[src/core/adc_result_pkg.sv]
// Constants for the converter result register bank.
// Assumes a byte-wide register port supplied by the serial control front end.
package adc_result_pkg;
  localparam int unsigned data_w = 8;
  localparam int unsigned addr_w = 8;
  localparam int unsigned result_w = 16;
  localparam logic [7:0] system_voltage_result_high_addr = 8'h1f;
  localparam logic [7:0] system_voltage_result_low_addr = 8'h20;
  localparam logic [7:0] thermistor_ratio_result_high_addr = 8'h21;
  localparam logic [7:0] thermistor_ratio_result_low_addr = 8'h22;
  localparam logic [7:0] die_temperature_result_high_addr = 8'h23;
  localparam logic [7:0] die_temperature_result_low_addr = 8'h24;
  localparam logic [7:0] result_byte_reset = 8'h00;
  localparam logic [15:0] result_reset = 16'h0000;
  localparam int unsigned sign_bit = 7;
  localparam int unsigned die_reserved_bit = 7;
  localparam logic [7:0] unmapped_read = 8'h00;
  // Register reset holds the clear state this many cycles
  localparam int unsigned reg_reset_cycles = 2;
  typedef enum logic [1:0] {
    rst_idle = 2'b00,
    rst_clear = 2'b01,
    rst_done = 2'b11
  } reg_reset_state_t;
endpackage

[src/core/result_pair.sv]
// One 16-bit result held as two byte registers, loaded as a pair.
// Assumes the converter presents a whole sample with a one-cycle strobe.
`timescale 1ns/100ps
`default_nettype none
module result_pair #(
  parameter int unsigned WIDTH = 16,
  parameter logic [15:0] MASK = 16'hffff
) (
  input wire logic sys_clk,
  input wire logic rst,
  input wire logic clear,
  input wire logic load,
  input wire logic [WIDTH-1:0] sample,
  output logic [WIDTH-1:0] value_r
);
  // Both bytes move together; nothing latches the pair, so separate high and low reads can mix samples
  always_ff @(posedge sys_clk) begin
    if (rst || clear) begin
      value_r <= '0;
    end else if (load) begin
      value_r <= sample & MASK[WIDTH-1:0];
    end
  end
endmodule
`default_nettype wire

[src/core/adc_result_register_bank.sv]
// Read-only converter result registers: system voltage, thermistor ratio, die temperature.
// Assumes a byte-wide read port from the serial control front end and a register reset strobe.
// Operation
// - System voltage is a 16-bit result, upper byte at 1fh just below the lower byte at 20h.
// - Bit 7 of each signed upper byte is the sign and the result is two's complement.
// - Thermistor result is a ratio to the regulator output, bit 9 is 50 percent, lsb 0.098 percent.
// - Thermistor ratio upper byte is at 21h and lower byte at 22h.
// - Die temperature upper byte at 23h reads bit 7 as zero and bits 6 to 0 as result 14 to 8.
// - Die temperature bit 8 weighs 128 C, span 0 to 128 C, higher bits unweighted.
// - All result registers are read-only, reset to 00h by register reset, kept on watchdog expiry.
// - Register reset returns registers to default, restarts the safety timer, then self-clears.
// - Die temperature lower byte is at 24h with lsb 0.5 C and bit 7 worth 64 C.
`timescale 1ns/100ps
`default_nettype none
module adc_result_register_bank (
  input wire logic sys_clk,
  input wire logic rst,
  input wire logic [adc_result_pkg::addr_w-1:0] rd_addr,
  input wire logic rd_en,
  output logic [adc_result_pkg::data_w-1:0] rd_data_r,
  input wire logic reg_reset_req,
  output logic reg_reset_busy,
  output logic safety_timer_restart,
  input wire logic watchdog_expired,
  input wire logic sample_valid,
  input wire logic [adc_result_pkg::result_w-1:0] system_voltage_result,
  input wire logic [adc_result_pkg::result_w-1:0] thermistor_ratio_result,
  input wire logic [adc_result_pkg::result_w-1:0] die_temperature_result
);
  import adc_result_pkg::*;

  reg_reset_state_t rst_state_r;
  logic [1:0] rst_cnt_r;
  logic clear_results;
  logic [15:0] sys_v;
  logic [15:0] therm;
  logic [15:0] die_t;
  logic [7:0] rd_nxt;

  always_ff @(posedge sys_clk) begin
    if (rst) begin
      rst_state_r <= rst_idle;
      rst_cnt_r <= 2'h0;
    end else begin
      unique case (rst_state_r)
        rst_idle: begin
          rst_cnt_r <= 2'h0;
          if (reg_reset_req) begin
            rst_state_r <= rst_clear;
          end
        end
        rst_clear: begin
          rst_cnt_r <= rst_cnt_r + 2'h1;
          if (rst_cnt_r == 2'(reg_reset_cycles - 1)) begin
            rst_state_r <= rst_done;
          end
        end
        rst_done: begin
          rst_state_r <= rst_idle;
        end
        default: begin
          rst_state_r <= rst_idle;
        end
      endcase
    end
  end

  // Busy reads back as the reset bit; it self-clears after completion
  assign reg_reset_busy = (rst_state_r != rst_idle);
  assign safety_timer_restart = (rst_state_r == rst_clear) && (rst_cnt_r == 2'h0);
  // register reset clears; watchdog expiry deliberately unused
  assign clear_results = (rst_state_r == rst_clear);

  // system voltage pair, full 16-bit two's complement
  result_pair #(.WIDTH(16), .MASK(16'hffff)) u_sys_v (
    .sys_clk(sys_clk),
    .rst(rst),
    .clear(clear_results),
    .load(sample_valid),
    .sample(system_voltage_result),
    .value_r(sys_v)
  );

  // thermistor ratio, unweighted bits 14..10 forced to zero
  result_pair #(.WIDTH(16), .MASK(16'h83ff)) u_therm (
    .sys_clk(sys_clk),
    .rst(rst),
    .clear(clear_results),
    .load(sample_valid),
    .sample(thermistor_ratio_result),
    .value_r(therm)
  );

  // die temperature, bit 15 reserved as zero
  result_pair #(.WIDTH(16), .MASK(16'h7fff)) u_die_t (
    .sys_clk(sys_clk),
    .rst(rst),
    .clear(clear_results),
    .load(sample_valid),
    .sample(die_temperature_result),
    .value_r(die_t)
  );

  // address decode, unmapped reads return zero
  always_comb begin
    rd_nxt = unmapped_read;
    unique case (rd_addr)
      system_voltage_result_high_addr: rd_nxt = sys_v[15:8];
      system_voltage_result_low_addr: rd_nxt = sys_v[7:0];
      thermistor_ratio_result_high_addr: rd_nxt = therm[15:8];
      thermistor_ratio_result_low_addr: rd_nxt = therm[7:0];
      die_temperature_result_high_addr: rd_nxt = {1'b0, die_t[14:8]};
      die_temperature_result_low_addr: rd_nxt = die_t[7:0];
      default: rd_nxt = unmapped_read;
    endcase
  end

  // read-only data register, held between reads
  always_ff @(posedge sys_clk) begin
    if (rst) begin
      rd_data_r <= result_byte_reset;
    end else if (rd_en) begin
      rd_data_r <= rd_nxt;
    end
  end

  // Assertions, all on the one system clock
  // busy self clears
  reset_self_clear_a: assert property (@(posedge sys_clk) disable iff (rst)
    ($rose(reg_reset_busy) |-> ##[1:4] !reg_reset_busy))
    else $error("register reset did not self clear");
  timer_restart_a: assert property (@(posedge sys_clk) disable iff (rst)
    (rst_state_r == rst_idle && reg_reset_req |=> ##0 safety_timer_restart))
    else $error("safety timer not restarted");
  results_cleared_a: assert property (@(posedge sys_clk) disable iff (rst)
    (clear_results |=> sys_v == result_reset && therm == result_reset
      && die_t == result_reset))
    else $error("results not cleared by register reset");
  die_reserved_a: assert property (@(posedge sys_clk) disable iff (rst)
    (rd_en && rd_addr == die_temperature_result_high_addr |=> !rd_data_r[die_reserved_bit]))
    else $error("die reserved bit read nonzero");
  therm_unweighted_a: assert property (@(posedge sys_clk) disable iff (rst)
    (therm[14:10] == 5'h00))
    else $error("thermistor unweighted bits set");
  pair_update_a: assert property (@(posedge sys_clk) disable iff (rst)
    (sample_valid && !clear_results |=> sys_v == $past(system_voltage_result)))
    else $error("system voltage pair not loaded together");
  sign_kept_a: assert property (@(posedge sys_clk) disable iff (rst)
    (rd_en && rd_addr == system_voltage_result_high_addr |=>
      rd_data_r[sign_bit] == $past(sys_v[15])))
    else $error("sign bit lost");
  low_read_a: assert property (@(posedge sys_clk) disable iff (rst)
    (rd_en && rd_addr == system_voltage_result_low_addr |=> rd_data_r == $past(sys_v[7:0])))
    else $error("system voltage low byte wrong");
  therm_addr_a: assert property (@(posedge sys_clk) disable iff (rst)
    (rd_en && rd_addr == thermistor_ratio_result_high_addr |=> rd_data_r == $past(therm[15:8])))
    else $error("thermistor high byte wrong");
  die_low_a: assert property (@(posedge sys_clk) disable iff (rst)
    (rd_en && rd_addr == die_temperature_result_low_addr |=> rd_data_r == $past(die_t[7:0])))
    else $error("die low byte wrong");
  watchdog_keep_a: assert property (@(posedge sys_clk) disable iff (rst)
    (watchdog_expired && !sample_valid && !clear_results |=> $stable(sys_v)))
    else $error("watchdog changed results");
  watchdog_keep_all_a: assert property (@(posedge sys_clk) disable iff (rst)
    (watchdog_expired && !sample_valid && !clear_results |=> $stable(therm) && $stable(die_t)))
    else $error("watchdog changed thermistor or die results");
  sys_high_read_a: assert property (@(posedge sys_clk) disable iff (rst)
    (rd_en && rd_addr == system_voltage_result_high_addr |=>
      rd_data_r == $past(sys_v[15:8])))
    else $error("system voltage high byte wrong");
  therm_low_a: assert property (@(posedge sys_clk) disable iff (rst)
    (rd_en && rd_addr == thermistor_ratio_result_low_addr |=> rd_data_r == $past(therm[7:0])))
    else $error("thermistor low byte wrong");
  die_high_a: assert property (@(posedge sys_clk) disable iff (rst)
    (rd_en && rd_addr == die_temperature_result_high_addr |=>
      rd_data_r[6:0] == $past(die_t[14:8])))
    else $error("die high byte wrong");
  unmapped_zero_a: assert property (@(posedge sys_clk) disable iff (rst)
    (rd_en && (rd_addr < system_voltage_result_high_addr
      || rd_addr > die_temperature_result_low_addr) |=> rd_data_r == unmapped_read))
    else $error("unmapped read not zero");
  rd_hold_a: assert property (@(posedge sys_clk) disable iff (rst)
    (!rd_en |=> $stable(rd_data_r)))
    else $error("read data changed without a read");
  // weighted ratio bits kept, sign included; a wrong mask would drop them
  therm_load_a: assert property (@(posedge sys_clk) disable iff (rst)
    (sample_valid && !clear_results |=> therm[9:0] == $past(thermistor_ratio_result[9:0])
      && therm[15] == $past(thermistor_ratio_result[15])))
    else $error("thermistor ratio bits not loaded");
  die_load_a: assert property (@(posedge sys_clk) disable iff (rst)
    (sample_valid && !clear_results |=> die_t[14:0] == $past(die_temperature_result[14:0])))
    else $error("die temperature bits not loaded");
  busy_span_a: assert property (@(posedge sys_clk) disable iff (rst)
    ($rose(reg_reset_busy) |-> reg_reset_busy[*3] ##1 !reg_reset_busy))
    else $error("register reset busy span wrong");
  restart_after_idle_a: assert property (@(posedge sys_clk) disable iff (rst)
    (safety_timer_restart |-> !$past(reg_reset_busy)))
    else $error("request taken while busy");

  // Main scenarios: reset done, load, negative read, clear against load, unmapped read
  reg_reset_c: cover property (@(posedge sys_clk) disable iff (rst) $fell(reg_reset_busy));
  sample_load_c: cover property (@(posedge sys_clk) disable iff (rst) sample_valid);
  neg_read_c: cover property (@(posedge sys_clk) disable iff (rst) rd_data_r[sign_bit]);
  clear_beats_load_c: cover property (@(posedge sys_clk) disable iff (rst)
    clear_results && sample_valid);
  unmapped_read_c: cover property (@(posedge sys_clk) disable iff (rst)
    rd_en && rd_addr > die_temperature_result_low_addr);
endmodule
`default_nettype wire

[config.mk]
export PLATFORM = sky130hd
export DESIGN_NAME = adc_result_register_bank
export DESIGN_NICKNAME = d
export VERILOG_FILES = /design/src/core/adc_result_pkg.sv /design/src/core/result_pair.sv /design/src/core/adc_result_register_bank.sv
export SDC_FILE = /design/constraint.sdc
export NUM_CORES = 1
export LEC_CHECK = 0
export BUFFER_PORTS_ARGS = -buffer_cell sky130_fd_sc_hd__buf_2
export CAP_MARGIN = 25
export CORE_MARGIN = 2
export CORE_UTILIZATION = 25
export DETAILED_ROUTE_END_ITERATION = 8
export PLACE_DENSITY_LB_ADDON = 0.3
export SLEW_MARGIN = 0
export SYNTH_ARGS = -nofsm -noshare
export SYNTH_HDL_FRONTEND = slang
export SYNTH_SLANG_ARGS = --single-unit
[constraint.sdc]
create_clock -name sys_clk -period 1.7 [get_ports sys_clk]
set_clock_uncertainty 0.1 [all_clocks]
set_input_delay 0.085 -clock sys_clk [delete_from_list [all_inputs] [get_ports sys_clk]]
set_output_delay 0.085 -clock sys_clk [all_outputs]
set_load 0.01 [all_outputs]
# Yosys cells after proc, flatten, opt, wreduce, memory -nomap -nowiden
# Index checks and enable logic that the tools add are counted.
# word_totals
elab_cells	29
reg_bits	54
in_bits	62
output_inout_bits	10
# classes
n_eq_ne	10
n_reduce_logical	7
add_sub_neg	1
muxes	5
# ops
operator	n
8-bit one-hot mux with 6 select lines	1
8-bit by 6-bit == test with 1-bit output (second input constant)	5
8-bit by 5-bit == test with 1-bit output (second input constant)	1
2-bit one-hot mux with 2 select lines	2
2-bit by 1-bit == test with 1-bit output (second input constant)	2
2-bit logical NOT	2
2-bit 2-to-1 mux	2
2-bit inequality test (second input constant)	2
2-bit nonzero test	2
2-bit by 1-bit adder with 2-bit output (second input constant)	1
2-bit AND reduction	1
1-bit logical AND	1
1-bit logical OR	1

# Depth between registers and ports, before layout
# Gate-level depths: netlist (run 1).
# depth
depth_word	3
depth_mapped	6
ltp_nobuf	5

# Cells and area by module
# From an unflattened synthesis (run 1), not the netlist that was laid out.
# unflattened
cells_unflattened	252
area_unflattened_um2	2507.4
# by_module_without_submodules
mod	seq_area_each_um2	area_per_inst_um2	cells_each	n_inst
adc_result_register_bank	240.2	914.6	105	1
result_pair at u_sys_v	320.3	581.8	53	1
result_pair at u_die_t	300.3	569.3	52	1
result_pair at u_therm	220.2	441.7	42	1

# Least setup slack after synthesis (run 1)
# No wires, ideal clock.
# synth_timing
path_kind	input port to flip-flop
start	in rd_addr[1] (netlist bit)
end	reg rd_data_r[5] (netlist bit)
path_stages	6
path_slack_ns	0.293
arrival_time_ns	1.190
t_required_ns	1.483
n_path_buf	2
setup_time_ns	0.117
cell_sequence	buf_6 -> and4bb_1 -> buf_6 -> a32o_1 -> a221o_1 -> a22o_1
# synth_via
elab_chain_len	2
word_cells_on_any_way	7
cone_classes	eq/ne (6); mux (1)
# synth_lines
item	line_no	text
start, declared	adc_result_register_bank.sv:18	input wire logic [adc_result_pkg::addr_w-1:0] rd_addr,
8-bit by 6-bit == test with 1-bit output or 8-bit by 5-bit == test with 1-bit output (tied branches)	adc_result_register_bank.sv:107	unique case (rd_addr)
8-bit one-hot mux with 6 select lines (*)	adc_result_register_bank.sv:107	
end signal, assigned	adc_result_register_bank.sv:121	rd_data_r <= result_byte_reset;
end signal, assigned	adc_result_register_bank.sv:123	rd_data_r <= rd_nxt;
end, declared	adc_result_register_bank.sv:20	output logic [adc_result_pkg::data_w-1:0] rd_data_r,
# Mark *: on every way between the ends. The rest lies on a longest branch, timed or not.
# A chain may end at the register's enable or synchronous reset.

# Final worst setup path (run 1)
# layout_timing
start	reg u_die_t.value_r[13]
end	reg rd_data_r[5] (netlist bit)
# layout_via
elab_chain_len	1
# layout_lines
item	line_no	text
start, declared	result_pair.sv:14	output logic [WIDTH-1:0] value_r
start signal, assigned	result_pair.sv:21	value_r <= sample & MASK[WIDTH-1:0];
8-bit one-hot mux with 6 select lines	adc_result_register_bank.sv:107	
# No other way between the ends.

==> summary by stage, run 1 <==
Outcome
The run finished with clean final reports.

Worst hold path
The worst hold path endpoint is rd_data_r[1]. The startpoint identified for the worst hold timing path is rd_addr[3]. The worst min-delay path class is input port to flop.

Counting instances, the worst hold path has a depth of 4.

Worst setup path
The critical path is of the flop to flop type. The worst-path cell with the longest stage delay is sky130_fd_sc_hd__dfxtp_1. Traced cell by cell, the critical path runs through nor2b_1, a32o_1, a221o_1, a22o_1. The highest fanout seen on the critical path is 2.

The largest delay contributor family on the critical path is compound AO/OA/AOI/OAI gates. The capturing element type of the critical path is a flop. STA puts the critical path data arrival time at 1500 ps. The startpoint of the lowest-slack register-to-register path is u_die_t.value_r[13]. Measured in cells, the most critical reg-to-reg path has a length of 4. The required time at the endpoint of the critical path is 1790 ps. The kind of start point of the critical path is a flop.

The slack of the worst reg-to-reg path is 300 ps. In this run the critical register-to-register path is captured at rd_data_r[5]. The logic depth of the worst path, buffers included is 4. The number of buffers and inverters on the critical path is 0. In this design, the stage delay of the slowest critical-path cell is 330 ps.

STA
The tightest hold path in the finished design has a slack of 75.6 ps. The worst setup margin is 295 ps. The final total negative setup slack is 0 ps. The routed design could run at a clock period as short as 1400 ps. Setup repair after global routing left no endpoint under its margin. For the pin with the worst max-slew slack, the measured transition is 372 ps. The achievable frequency is 712 MHz.

The number of hold violations in the final report is 0. Measured against its own limit, the worst slew margin works out to 0.751. The number of slew-limit violations in the final report came to 0.

The final cycle utilization of the critical path is 0.826. Setup violations remaining at the end of the flow were counted as 0.

Finish
The signed area change from the synthesized netlist to the final layout is 41.0%. In the layout the commonest cells are sky130_fd_sc_hd__buf_2, sky130_fd_sc_hd__dfxtp_1, sky130_fd_sc_hd__nor2_1, sky130_fd_sc_hd__dlygate4sd3_1, sky130_fd_sc_hd__mux2i_1. In the final layout, the share of cells above drive strength 1 is 0.243. The most frequent standard cell in the layout excluding fill and tap cells is sky130_fd_sc_hd__buf_2. The final-stage net count is 427. After filler insertion, the fill cell instance count of the layout stands at 1001. The number of antenna diodes in the final layout is 0.

The post-route core utilization is 0.361. The count of placed standard cells in the final layout, fillers left out is 495.

Power
The worst voltage drop across the vdd grid is 356 uV. The leakage power summed over all cells is 1.54 nW. Dividing total power by cell area gives a power density of 702 mW/mm^2.

Floorplan
For this configuration, the core starts out at a cell density of 0.256. Measured along the x axis, the die boundary spans 104 um. The floorplan step set the die height to 104 um. The floorplan step defined a core boundary enclosing 0.00968 mm^2.

The full die area is 0.0107 mm^2. The count of standard-cell rows is 36. The number of I/O pins is 72.

Synthesis
Among all flip-flop cells after synthesis, the most frequent one is sky130_fd_sc_hd__dfxtp_1. The top cell type's share of synthesized area is 0.437. Synthesis produced a netlist with a net count of 319. The flip-flop and latch count after synthesis is 54. The number of synthesized flops with an enable pin is 0.

For this run, the number of Yosys warnings is 0. The synthesized instance count is 255. The share of the Yosys chip area taken by registers is 0.437. After synthesis, the cell types taking the most area are sky130_fd_sc_hd__dfxtp_1, sky130_fd_sc_hd__mux2i_1, sky130_fd_sc_hd__nor2_1. In this run, distinct cell masters in the synthesized netlist total 45. The cell type contributing the most total cell area after synthesis is sky130_fd_sc_hd__dfxtp_1.

Averaged over all synthesized cells, the footprint is 9.71 um^2. Summing every instance area after synthesis gives 0.00248 mm^2. The async set-or-reset flop fraction in the synthesized netlist is 0.

Clock network
Clock tree synthesis inserted a total of 5 buffers. Once the clock tree was built, the setup fixing pass inserted 0 buffers. The clock insertion delay at the later pin of the skew report is 300 ps. The TritonCTS clock tree is yes. In this run the clock root is driven by a sky130_fd_sc_hd__clkbuf_8. The longest clock path from root to sink contains 2 buffers. Counting every sink on the clock net gives 54. The H-tree generated during clock tree synthesis spans 2 levels. Clock-pin slew was measured on the worst setup and hold paths at 90 ps.

Global routing
The initial antenna violation count came to 0. Entering global routing, the biggest net connects 43 pins. The global routing usage summed across all routing layers is 0.125. The first global-routing pass estimated 10900 um of wire. The global-route congestion overflow total is 0. The via count of the first global-routing pass came to 2206.

Route
The total via count after detailed routing is 2160. The per-cell routed wire length is 13.1 um. The via density per instance is 4.36. The total DRC errors in the routed layout is 0. The wire length reported by the detailed router is 6500 um. For this block, the initial DRC count from the detailed router was 67. For this run, the detailed router's first-pass iteration total came to 4. The remaining number of nets flagged by the antenna check after routing is 0.

Placed design
The number of buffers added on ports is 64. Timing analysis after detailed placement gives a worst setup slack of 144 ps. At the end of routability-driven placement, the weighted congestion stood at 0.829.

The sum of net half-perimeters after detailed placement is 4950 um. The number of instances in the placed design is 443.

Run
The count of maximum capacitance violations is 0.
stage by stage:
stage | total power, mW | area (um^2)
finish | 2.45 | 3490
CTS | 2.49 | 3490
floorplan | 1.58 | 2480
detailed placement | 1.71 | 2950
global route | 2.58 | 3490
global placement | 1.70 | 2950
worst min-delay path: cells and delay by family:
| family | cells | cell delay (ps) |
|---|---|---|
| AND/OR/NAND/NOR | 2 | 160 |
| buffers and inverters | 1 | 110 |
| AO/OA/AOI/OAI | 1 | 70 |
worst max path at each step:
stage	startpoint	to	slack (ps)
finish	u_die_t.value_r[13]	rd_data_r[5]	300
CTS	rst_cnt_r[0]	safety_timer_restart	290
floorplan	rd_addr[1]	rd_data_r[5]	290
global placement	rd_addr[3]	rd_data_r[6]	180
detailed placement	rd_addr[3]	rd_data_r[6]	140
global route	rst_cnt_r[0]	safety_timer_restart	220
kinds of logic (layout without fill, tap and decap cells):
kind of cell    count (synthesis)  after routing  share of synthesized area
simple gates                  101            101                      0.222
mux                            46             46                      0.186
fa+ha+maj                       2              2                     0.0101
buf+inv                        24            131                     0.0571
compound gates                 28             28                     0.0874
flops                          54             54                      0.437
power by group:
part	switching [mW]	leakage, nW	total [mW]	internal, mW
combinational	0.175	1.06	0.401	0.226
clock	0.379	0.0431	0.694	0.315
sequential	0.0360	0.442	1.36	1.32
total	0.590	1.54	2.45	1.86
state kept, by name (all words and copies together), names as in the netlist:
register / cells
u_sys_v.value_r: 16
u_die_t.value_r: 15
u_therm.value_r: 11
rd_data_r: 8
rst_cnt_r: 2
rst_state_r: 2
timing repair:
action,CTS,global route
hold buffers,46,0
endpoints found under the hold margin,48,0
resized for setup,0,0
endpoints found under the setup margin,0,0
cells in the mapped netlist, types with 2 or more instances:
library cell               count
sky130_fd_sc_hd__nand3_1       6
sky130_fd_sc_hd__a22o_1        6
sky130_fd_sc_hd__or2_2         2
sky130_fd_sc_hd__and4b_1       4
sky130_fd_sc_hd__nor3_1        2
sky130_fd_sc_hd__o21ai_0       2
sky130_fd_sc_hd__buf_6         3
sky130_fd_sc_hd__o211ai_1      5
sky130_fd_sc_hd__nor4bb_1      3
sky130_fd_sc_hd__nand4_1      16
sky130_fd_sc_hd__ha_1          2
sky130_fd_sc_hd__buf_2         5
sky130_fd_sc_hd__mux2i_1      45
sky130_fd_sc_hd__nand2_1       2
sky130_fd_sc_hd__and3_1        4
sky130_fd_sc_hd__dfxtp_1      54
sky130_fd_sc_hd__buf_4         3
sky130_fd_sc_hd__nor2_1       48
sky130_fd_sc_hd__nor3b_1       4
sky130_fd_sc_hd__clkbuf_1      7
sky130_fd_sc_hd__a32o_1        2
sky130_fd_sc_hd__a21oi_1       3
sky130_fd_sc_hd__inv_1         4
sky130_fd_sc_hd__nor2b_1       2
per-layer routing:
layer,wire length (um),up-vias,part of all wire,global-route usage
met3,262,8,0.040,0.0296
met1,3210,969,0.49,0.166
li1,-,1133,-,-
met2,2950,50,0.45,0.204
met5,0,-,0,0
met4,74,0,0.011,0.0319
area by class of cell:
type                            instances  area [um^2]  share of cell area
Multi-Input combinational cell        177         1260               0.360
Sequential cell                        54         1080               0.310
Timing Repair Buffer                  121          888               0.254
Tap cell                              133          166              0.0477
Clock buffer                            6         82.6              0.0236
Inverter                                4         15.0             0.00430
(Power assumes the default switching activity.)
==> inputs of run 2 (changes only) <==
Settings changed: ABC_AREA set to 1.
Clock period 1.7 ns to 1.4 ns, I/O delays scaled along.
==> summary by stage, run 2 <==
Synthesis
For this run, the register share of the synthesized area comes to 0.448. The post-synthesis instance area is 0.00241 mm^2. The dominant combinational cell family by area after synthesis is simple AND/OR/NAND/NOR gates. After technology mapping, the gate count stands at 344.

By area the synthesized netlist is led by sky130_fd_sc_hd__dfxtp_1, sky130_fd_sc_hd__nand2_1, sky130_fd_sc_hd__a21oi_1. Of the total synthesized cell area, the portion taken by full adders, half adders and majority gates is 0.0104. Of the total synthesized cell area, the portion taken by AND, OR, NAND and NOR gates is 0.329.

The dominant cell by count in the synthesized netlist is sky130_fd_sc_hd__nand2_1. The flip-flop and latch count after synthesis is 54. The post-synth net total is 408. The async set-or-reset flop fraction in the synthesized netlist is 0. The compound-cell area share of the yosys netlist is 0.141. The xor-xnor portion of the synthesized cell area is 0. In the synthesized netlist, the cells that appear most often are sky130_fd_sc_hd__nand2_1, sky130_fd_sc_hd__dfxtp_1, sky130_fd_sc_hd__a21oi_1. The synthesized area per cell is 7.01 um^2.

The count of different cell masters after synthesis is 23. For this run, the leading register cell type out of synthesis is sky130_fd_sc_hd__dfxtp_1. The count of synthesis-stage warnings from yosys is 0. The top cell type's share of synthesized area is 0.448. The number of synthesized flops with an enable pin is 0. The cell type contributing the most total cell area after synthesis is sky130_fd_sc_hd__dfxtp_1. Measured against the total synthesized area, the mux share comes to 0.

STA
The final-report setup violation count is 0. Setup repair after global routing left no endpoint under its margin. The worst setup margin is 43.5 ps. The final cycle utilization of the critical path is 0.969. The post-route minimum period is 1360 ps. The number of hold violations in the final report was 0. Measured against its own limit, the worst slew margin works out to 0.791.

The final total negative setup slack is 0 ps. The achievable frequency is 737 MHz. The number of slew-limit violations in the final report is 0. The measured slew at the worst slew-check pin is 313 ps.

Worst setup path
The worst-path cell with the longest stage delay is sky130_fd_sc_hd__dlygate4sd3_1. The highest fanout seen on the critical path is 9. The critical path's largest stage delay is 560 ps.

The critical path goes through dlygate4sd3_1, buf_4, nor3_1, dlygate4sd3_1. The worst setup path is launched from an input port. The critical path is of the input port to flop type. The signal arrival time at the worst endpoint is 1510 ps.

The startpoint of the lowest-slack register-to-register path is rst_state_r[1]. The capturing element type of the critical path is a flop. The required time at the endpoint of the critical path is 1550 ps. By instance count, the cell type seen most on the critical path is sky130_fd_sc_hd__dlygate4sd3_1. The launching element of the worst setup path is rst.

Clock network
Once the clock tree was built, the setup fixing pass inserted 0 buffers. The root buffer cell chosen for the clock tree is sky130_fd_sc_hd__clkbuf_8. After clock tree synthesis, the clock-pin slew on the worst setup and hold paths is 100 ps. The maximum number of buffers from clock root to sink is 2. TritonCTS built the clock tree. For the worst-skew pair, the clock arrives at the later sink with an insertion delay of 310 ps.

The number of H-tree levels is 2. The clock sink count is 54. Counting the buffers created by CTS gives 5.

Route
After detailed routing, the total wire length is 6660 um. Dividing the detail-routed wire length by the instance count gives 11.4 um. The via density per instance is 4.19.

The pre-antenna-repair detailed-routing pass consisted of 4 iterations. The total via count after detailed routing is 2441. The total DRC errors in the routed layout is 0.

The remaining number of nets flagged by the antenna check after routing is 0. The first routing iteration left 76 violations.

Run
The count of maximum capacitance violations is 0.

Floorplan
The starting density of the core is 0.260. The core region is 0.00928 mm^2. The count of standard-cell rows is 35.

The full die area is 0.0105 mm^2. The number of I/O pins is 72. The die is 102 um tall. The floorplan step set the die width to 102 um.

Finish
The signed area change from the synthesized netlist to the final layout is 44.1%. u_sys_v.value_r holds more flip-flops than any other register. The library cell used most frequently in the layout, excluding fill and tap cells, is sky130_fd_sc_hd__nand2_1.

The largest registers in the layout are u_sys_v.value_r (16), u_die_t.value_r (15), u_therm.value_r (11). The fraction of layout cells with a size suffix above 1 is 0.208. The number of antenna repair diodes is 0.

The final-stage net count is 516. The register with the most flip-flops in the layout has 16 of them. The top cell types in the final layout, fill and taps aside, are sky130_fd_sc_hd__nand2_1, sky130_fd_sc_hd__buf_2, sky130_fd_sc_hd__dfxtp_1, sky130_fd_sc_hd__a21oi_1, sky130_fd_sc_hd__dlygate4sd3_1.

Power
The register share of total power is 0.520. The overall power is 3.14 mW. The clock network power share is 0.333. Across the VDD grid, the largest voltage drop is 371 uV.

Of the total power, the share spent switching nets is 0.247. The switching component of the power is 0.775 mW. The total power divided by cell area is 905 mW/mm^2. Internal power comes to 2.37 mW. For this design the static power due to leakage is 1.53 nW. Of the total power, combinational logic draws 0.147.

Placed design
Prior to clock tree synthesis, the placed netlist has a worst setup slack of 124 ps. The count of buffers added on input and output ports is 64. The sum of net half-perimeters after detailed placement is 4890 um. The final weighted congestion of routability-driven global placement is 0.788.

Worst hold path
The worst min-delay path class is input port to flop. The launch instance of the worst min-delay path is sample_valid.

Outcome
The flow ran to the end, and the final reports show no timing, DRC or antenna violations.

Global routing
For this run, the total global-route usage over all layers was measured as 0.132. The pin count of the biggest net entering global routing is 43. The via count of the first global-routing pass is 2253. The initial antenna violation count came to 1. The global-route wire length before repair is 10600 um. Global routing finished with a remaining overflow of 0.
-- run 2: power groups by stage --
stage / combinational [mW] / sequential, mW / clock, mW
finish: 0.462 / 1.64 / 1.05
global route: 0.519 / 1.64 / 1.16
CTS: 0.463 / 1.64 / 1.08
detailed placement: 0.362 / 1.67 / 0
global placement: 0.357 / 1.67 / 0
floorplan: 0.211 / 1.66 / 0
-- run 2: worst paths after layout --
| path | end | slack [ps] | cells past startpoint |
|---|---|---|---|
| worst max-delay path | rst_state_r[0] | 40 | 4 |
| worst min-delay path | u_therm.value_r[7] | 160 | 5 |
| worst max register to register | rst_state_r[0] | 110 | 2 |
| worst min register to register | rst_cnt_r[1] | 360 | 2 |
-- run 2: layer usage --
metal  wire (um)  up-vias  global-route usage
li1            -     1317                   -
met1        3430     1067               0.188
met2        2860       55               0.200
met3         330        2              0.0294
met4          31        0              0.0369
met5           0        -                   0
-- run 2: layout make-up --
| class | instances | area (um^2) |
|---|---|---|
| tap | 129 | 161 |
| fill | 1007 | 5810 |
| inverter | 26 | 97.6 |
| timing repair buffer | 117 | 861 |
| clock buffer | 6 | 72.6 |
| multi-input combinational | 248 | 1160 |
| clock inverter | 2 | 37.5 |
| sequential | 54 | 1080 |
-- run 2: stage by stage --
stage	utilization	cells	hold WS, ps	cell area, um^2
finish	0.374	582	159	3480
global route	0.374	582	180	3480
CTS	0.373	582	157	3470
detailed placement	0.312	528	212	2900
global placement	0.312	528	204	2900
floorplan	-	344	110	2410
-- run 2: what timing repair did --
item / 4_1_cts / 5_1_grt
resized for setup: 0 / 4
hold endpoints to repair: 50 / 0
setup endpoints to repair: 0 / 2
hold buffers: 46 / 0
-- run 2: cell families after synthesis --
group	after synthesis
AND/OR/NAND/NOR	182
AO/OA/AOI/OAI	64
flip-flops	54
buffers and inverters	42
adder cells (fa/ha/maj)	2
-- run 2: critical path, delay by kind of cell --
kind                   cells  cell delay, ps
buffers and inverters      3            1280
AND/OR/NAND/NOR            1             160
==> inputs of run 3 (changes only) <==
Settings changed: CELL_PAD_IN_SITES_DETAIL_PLACEMENT set to 1, CELL_PAD_IN_SITES_GLOBAL_PLACEMENT set to 2, MAX_ROUTING_LAYER set to met4.
==> summary by stage, run 3 (synthesis results as in run 2) <==
Worst hold path
The worst min-delay path class is input port to flop.

Worst setup path
The kind of cell with the highest combined delay along the critical path is buffers and inverters. The type of the worst setup path is input port to flop. In this run the worst path has a maximum fanout of 9. Traced cell by cell, the critical path runs through dlygate4sd3_1, buf_4, nor3_1, dlygate4sd3_1. STA classifies the critical path startpoint as an input port.

Together, buffers and inverters on the worst path number 3. The slowest stage of the critical path is the sky130_fd_sc_hd__dlygate4sd3_1 cell. STA classifies the critical path endpoint as a flop. The required time at the endpoint of the critical path is 1560 ps. In this design, the critical path's most frequently occurring cell is sky130_fd_sc_hd__dlygate4sd3_1. On the worst path, the slowest cell contributes a delay of 550 ps. Data arrives at the worst endpoint at 1500 ps.

Route
The remaining number of nets flagged by the antenna check after routing is 0. The total via count after detailed routing is 2533. The via density per instance is 4.35. The total DRC errors in the routed layout is 0.

In this run, the number of DRC markers left after iteration 0 of detailed routing was 84. For this block, the routed nets add up to 7450 um of wire. The first TritonRoute pass finished after 4 iterations.

In the final routed layout, each cell accounts on average for 12.8 um.

STA
After layout, the minimum clock period comes to 1340 ps. Timing would allow up to 746 MHz. The final cycle utilization of the critical path is 0.957.

For the pin with the worst max-slew slack, the measured transition is 350 ps. Setup violations remaining at the end of the flow were counted as 0. Setup repair after global routing left no endpoint under its margin.

Across all setup checks in the final design, the least slack found is 60.2 ps. The number of slew-limit violations in the final report is 0. The final total negative setup slack is 0 ps. The worst relative slew slack is 0.766. The number of hold violations in the final report is 0.

Clock network
The number of setup buffers added after CTS is 0. TritonCTS built the clock tree. The clock insertion delay at the later pin of the skew report is 310 ps. The total clock buffers created by CTS is 5. The clock-pin transition on the worst setup and hold timing paths is 100 ps. The cell sitting at the root of the clock tree is a sky130_fd_sc_hd__clkbuf_8. CTS built an H-tree with a depth of 2. The clock net in this run drives a total of 54 sinks. The maximum number of buffers from clock root to sink is 2.

Global routing
The global routing usage summed across all routing layers is 0.158. The first global-routing pass estimated 12500 um of wire. The initial antenna violation count was 0. Entering global routing, the biggest net connects 52 pins. The global-route congestion overflow total is 0. The via count of the first global-routing pass is 2659.

Finish
The number of flip-flops in the largest register is 16. Leaving out fill and tap cells, the most frequent cell in the layout is sky130_fd_sc_hd__nand2_1. The area growth from synthesis to layout is 45.5%. Of the cells placed in the final design, the portion with a size suffix greater than 1 is 0.212.

The final-stage net count is 517. Leaving out fill and tap cells, the most frequent cells in the layout are sky130_fd_sc_hd__nand2_1, sky130_fd_sc_hd__buf_2, sky130_fd_sc_hd__dfxtp_1, sky130_fd_sc_hd__a21oi_1, sky130_fd_sc_hd__dlygate4sd3_1. The number of antenna diodes in the final layout is 0.

The largest registers in the layout are u_sys_v.value_r (16), u_die_t.value_r (15), u_therm.value_r (11). The register name with the most flops is u_sys_v.value_r. The number of filler instances in the final layout is 1195.

Run
The tool flagged a number of max-cap violations equal to 0.

Floorplan
The floorplan step defined a die boundary enclosing 0.0105 mm^2. For this design the top-level I/O count stands at 72. The width of the chip is 102 um. The initial utilization of the core area, before any placement, comes to 0.260. Measured along the y axis, the die boundary spans 102 um. The count of standard-cell rows is 35. The standard cell core area is 0.00928 mm^2.

Power
The total power divided by cell area is 903 mW/mm^2. The leakage power summed over all cells is 1.55 nW. The worst-case IR drop observed on VDD is 385 uV.

Placed design
Before CTS, the worst setup slack after placement is 87.7 ps. The final weighted congestion of routability-driven global placement is 0.765. Input and output buffers added on the ports amount to 64. The sum of net half-perimeters after detailed placement is 5180 um.

Outcome
The run finished with clean final reports.
[run 3: tightest hold or removal path: stages]
cell,delay [ps]
sky130_fd_sc_hd__buf_2,120
sky130_fd_sc_hd__buf_12,180
sky130_fd_sc_hd__nand2_1,70
sky130_fd_sc_hd__a21oi_1,50
[run 3: worst paths after layout]
| kind | startpoint | endpoint | depth (start not counted) | slack, ps |
|---|---|---|---|---|
| max | rst | rst_state_r[0] | 4 | 60 |
| min | sample_valid | u_die_t.value_r[4] | 4 | 130 |
| max reg2reg | rst_state_r[1] | rst_state_r[0] | 3 | 70 |
| min reg2reg | u_sys_v.value_r[8] | u_sys_v.value_r[8] | 2 | 370 |
[run 3: cell type report]
class / instances / area (um^2) / area share
sequential: 54 / 1080 / 0.308
clock buffer: 5 / 68.8 / 0.0196
tap: 129 / 161 / 0.0460
inverter: 26 / 97.6 / 0.0278
timing repair buffer: 118 / 900 / 0.256
multi-input combinational: 248 / 1160 / 0.331
clock inverter: 2 / 38.8 / 0.0110
[run 3: timing repair]
| item | 4_1_cts | 5_1_grt |
|---|---|---|
| endpoints found under the hold margin | 50 | 0 |
| gates resized for setup | 0 | 6 |
| hold buffers | 46 | 0 |
| endpoints found under the setup margin | 0 | 18 |
[run 3: where the power goes]
group	internal, mW	switching, mW	leakage [nW]	total, mW
Sequential	1.60	0.0329	0.442	1.64
Combinational	0.246	0.240	1.05	0.486
Clock	0.527	0.521	0.0542	1.05
[run 3: stage by stage]
step	utilization	std cells	hold WS, ps	total power, mW	instance area, um^2
2_1_floorplan	-	344	110	1.87	2410
3_3_place_gp	0.315	529	199	2.05	2930
3_5_place_dp	0.315	529	213	2.06	2930
4_1_cts	0.377	582	133	3.22	3500
5_1_grt	0.378	582	149	3.34	3510
6_report	0.378	582	133	3.17	3510
[run 3: routing by layer]
layer  global-route usage  vias to the layer above  routed length [um]
met5                    -                        -                   0
met4               0.0421                        0                  99
met3               0.0246                        7                 200
met2                0.269                       40                3700
met1                0.196                     1170                3450
li1                     -                     1316                   -
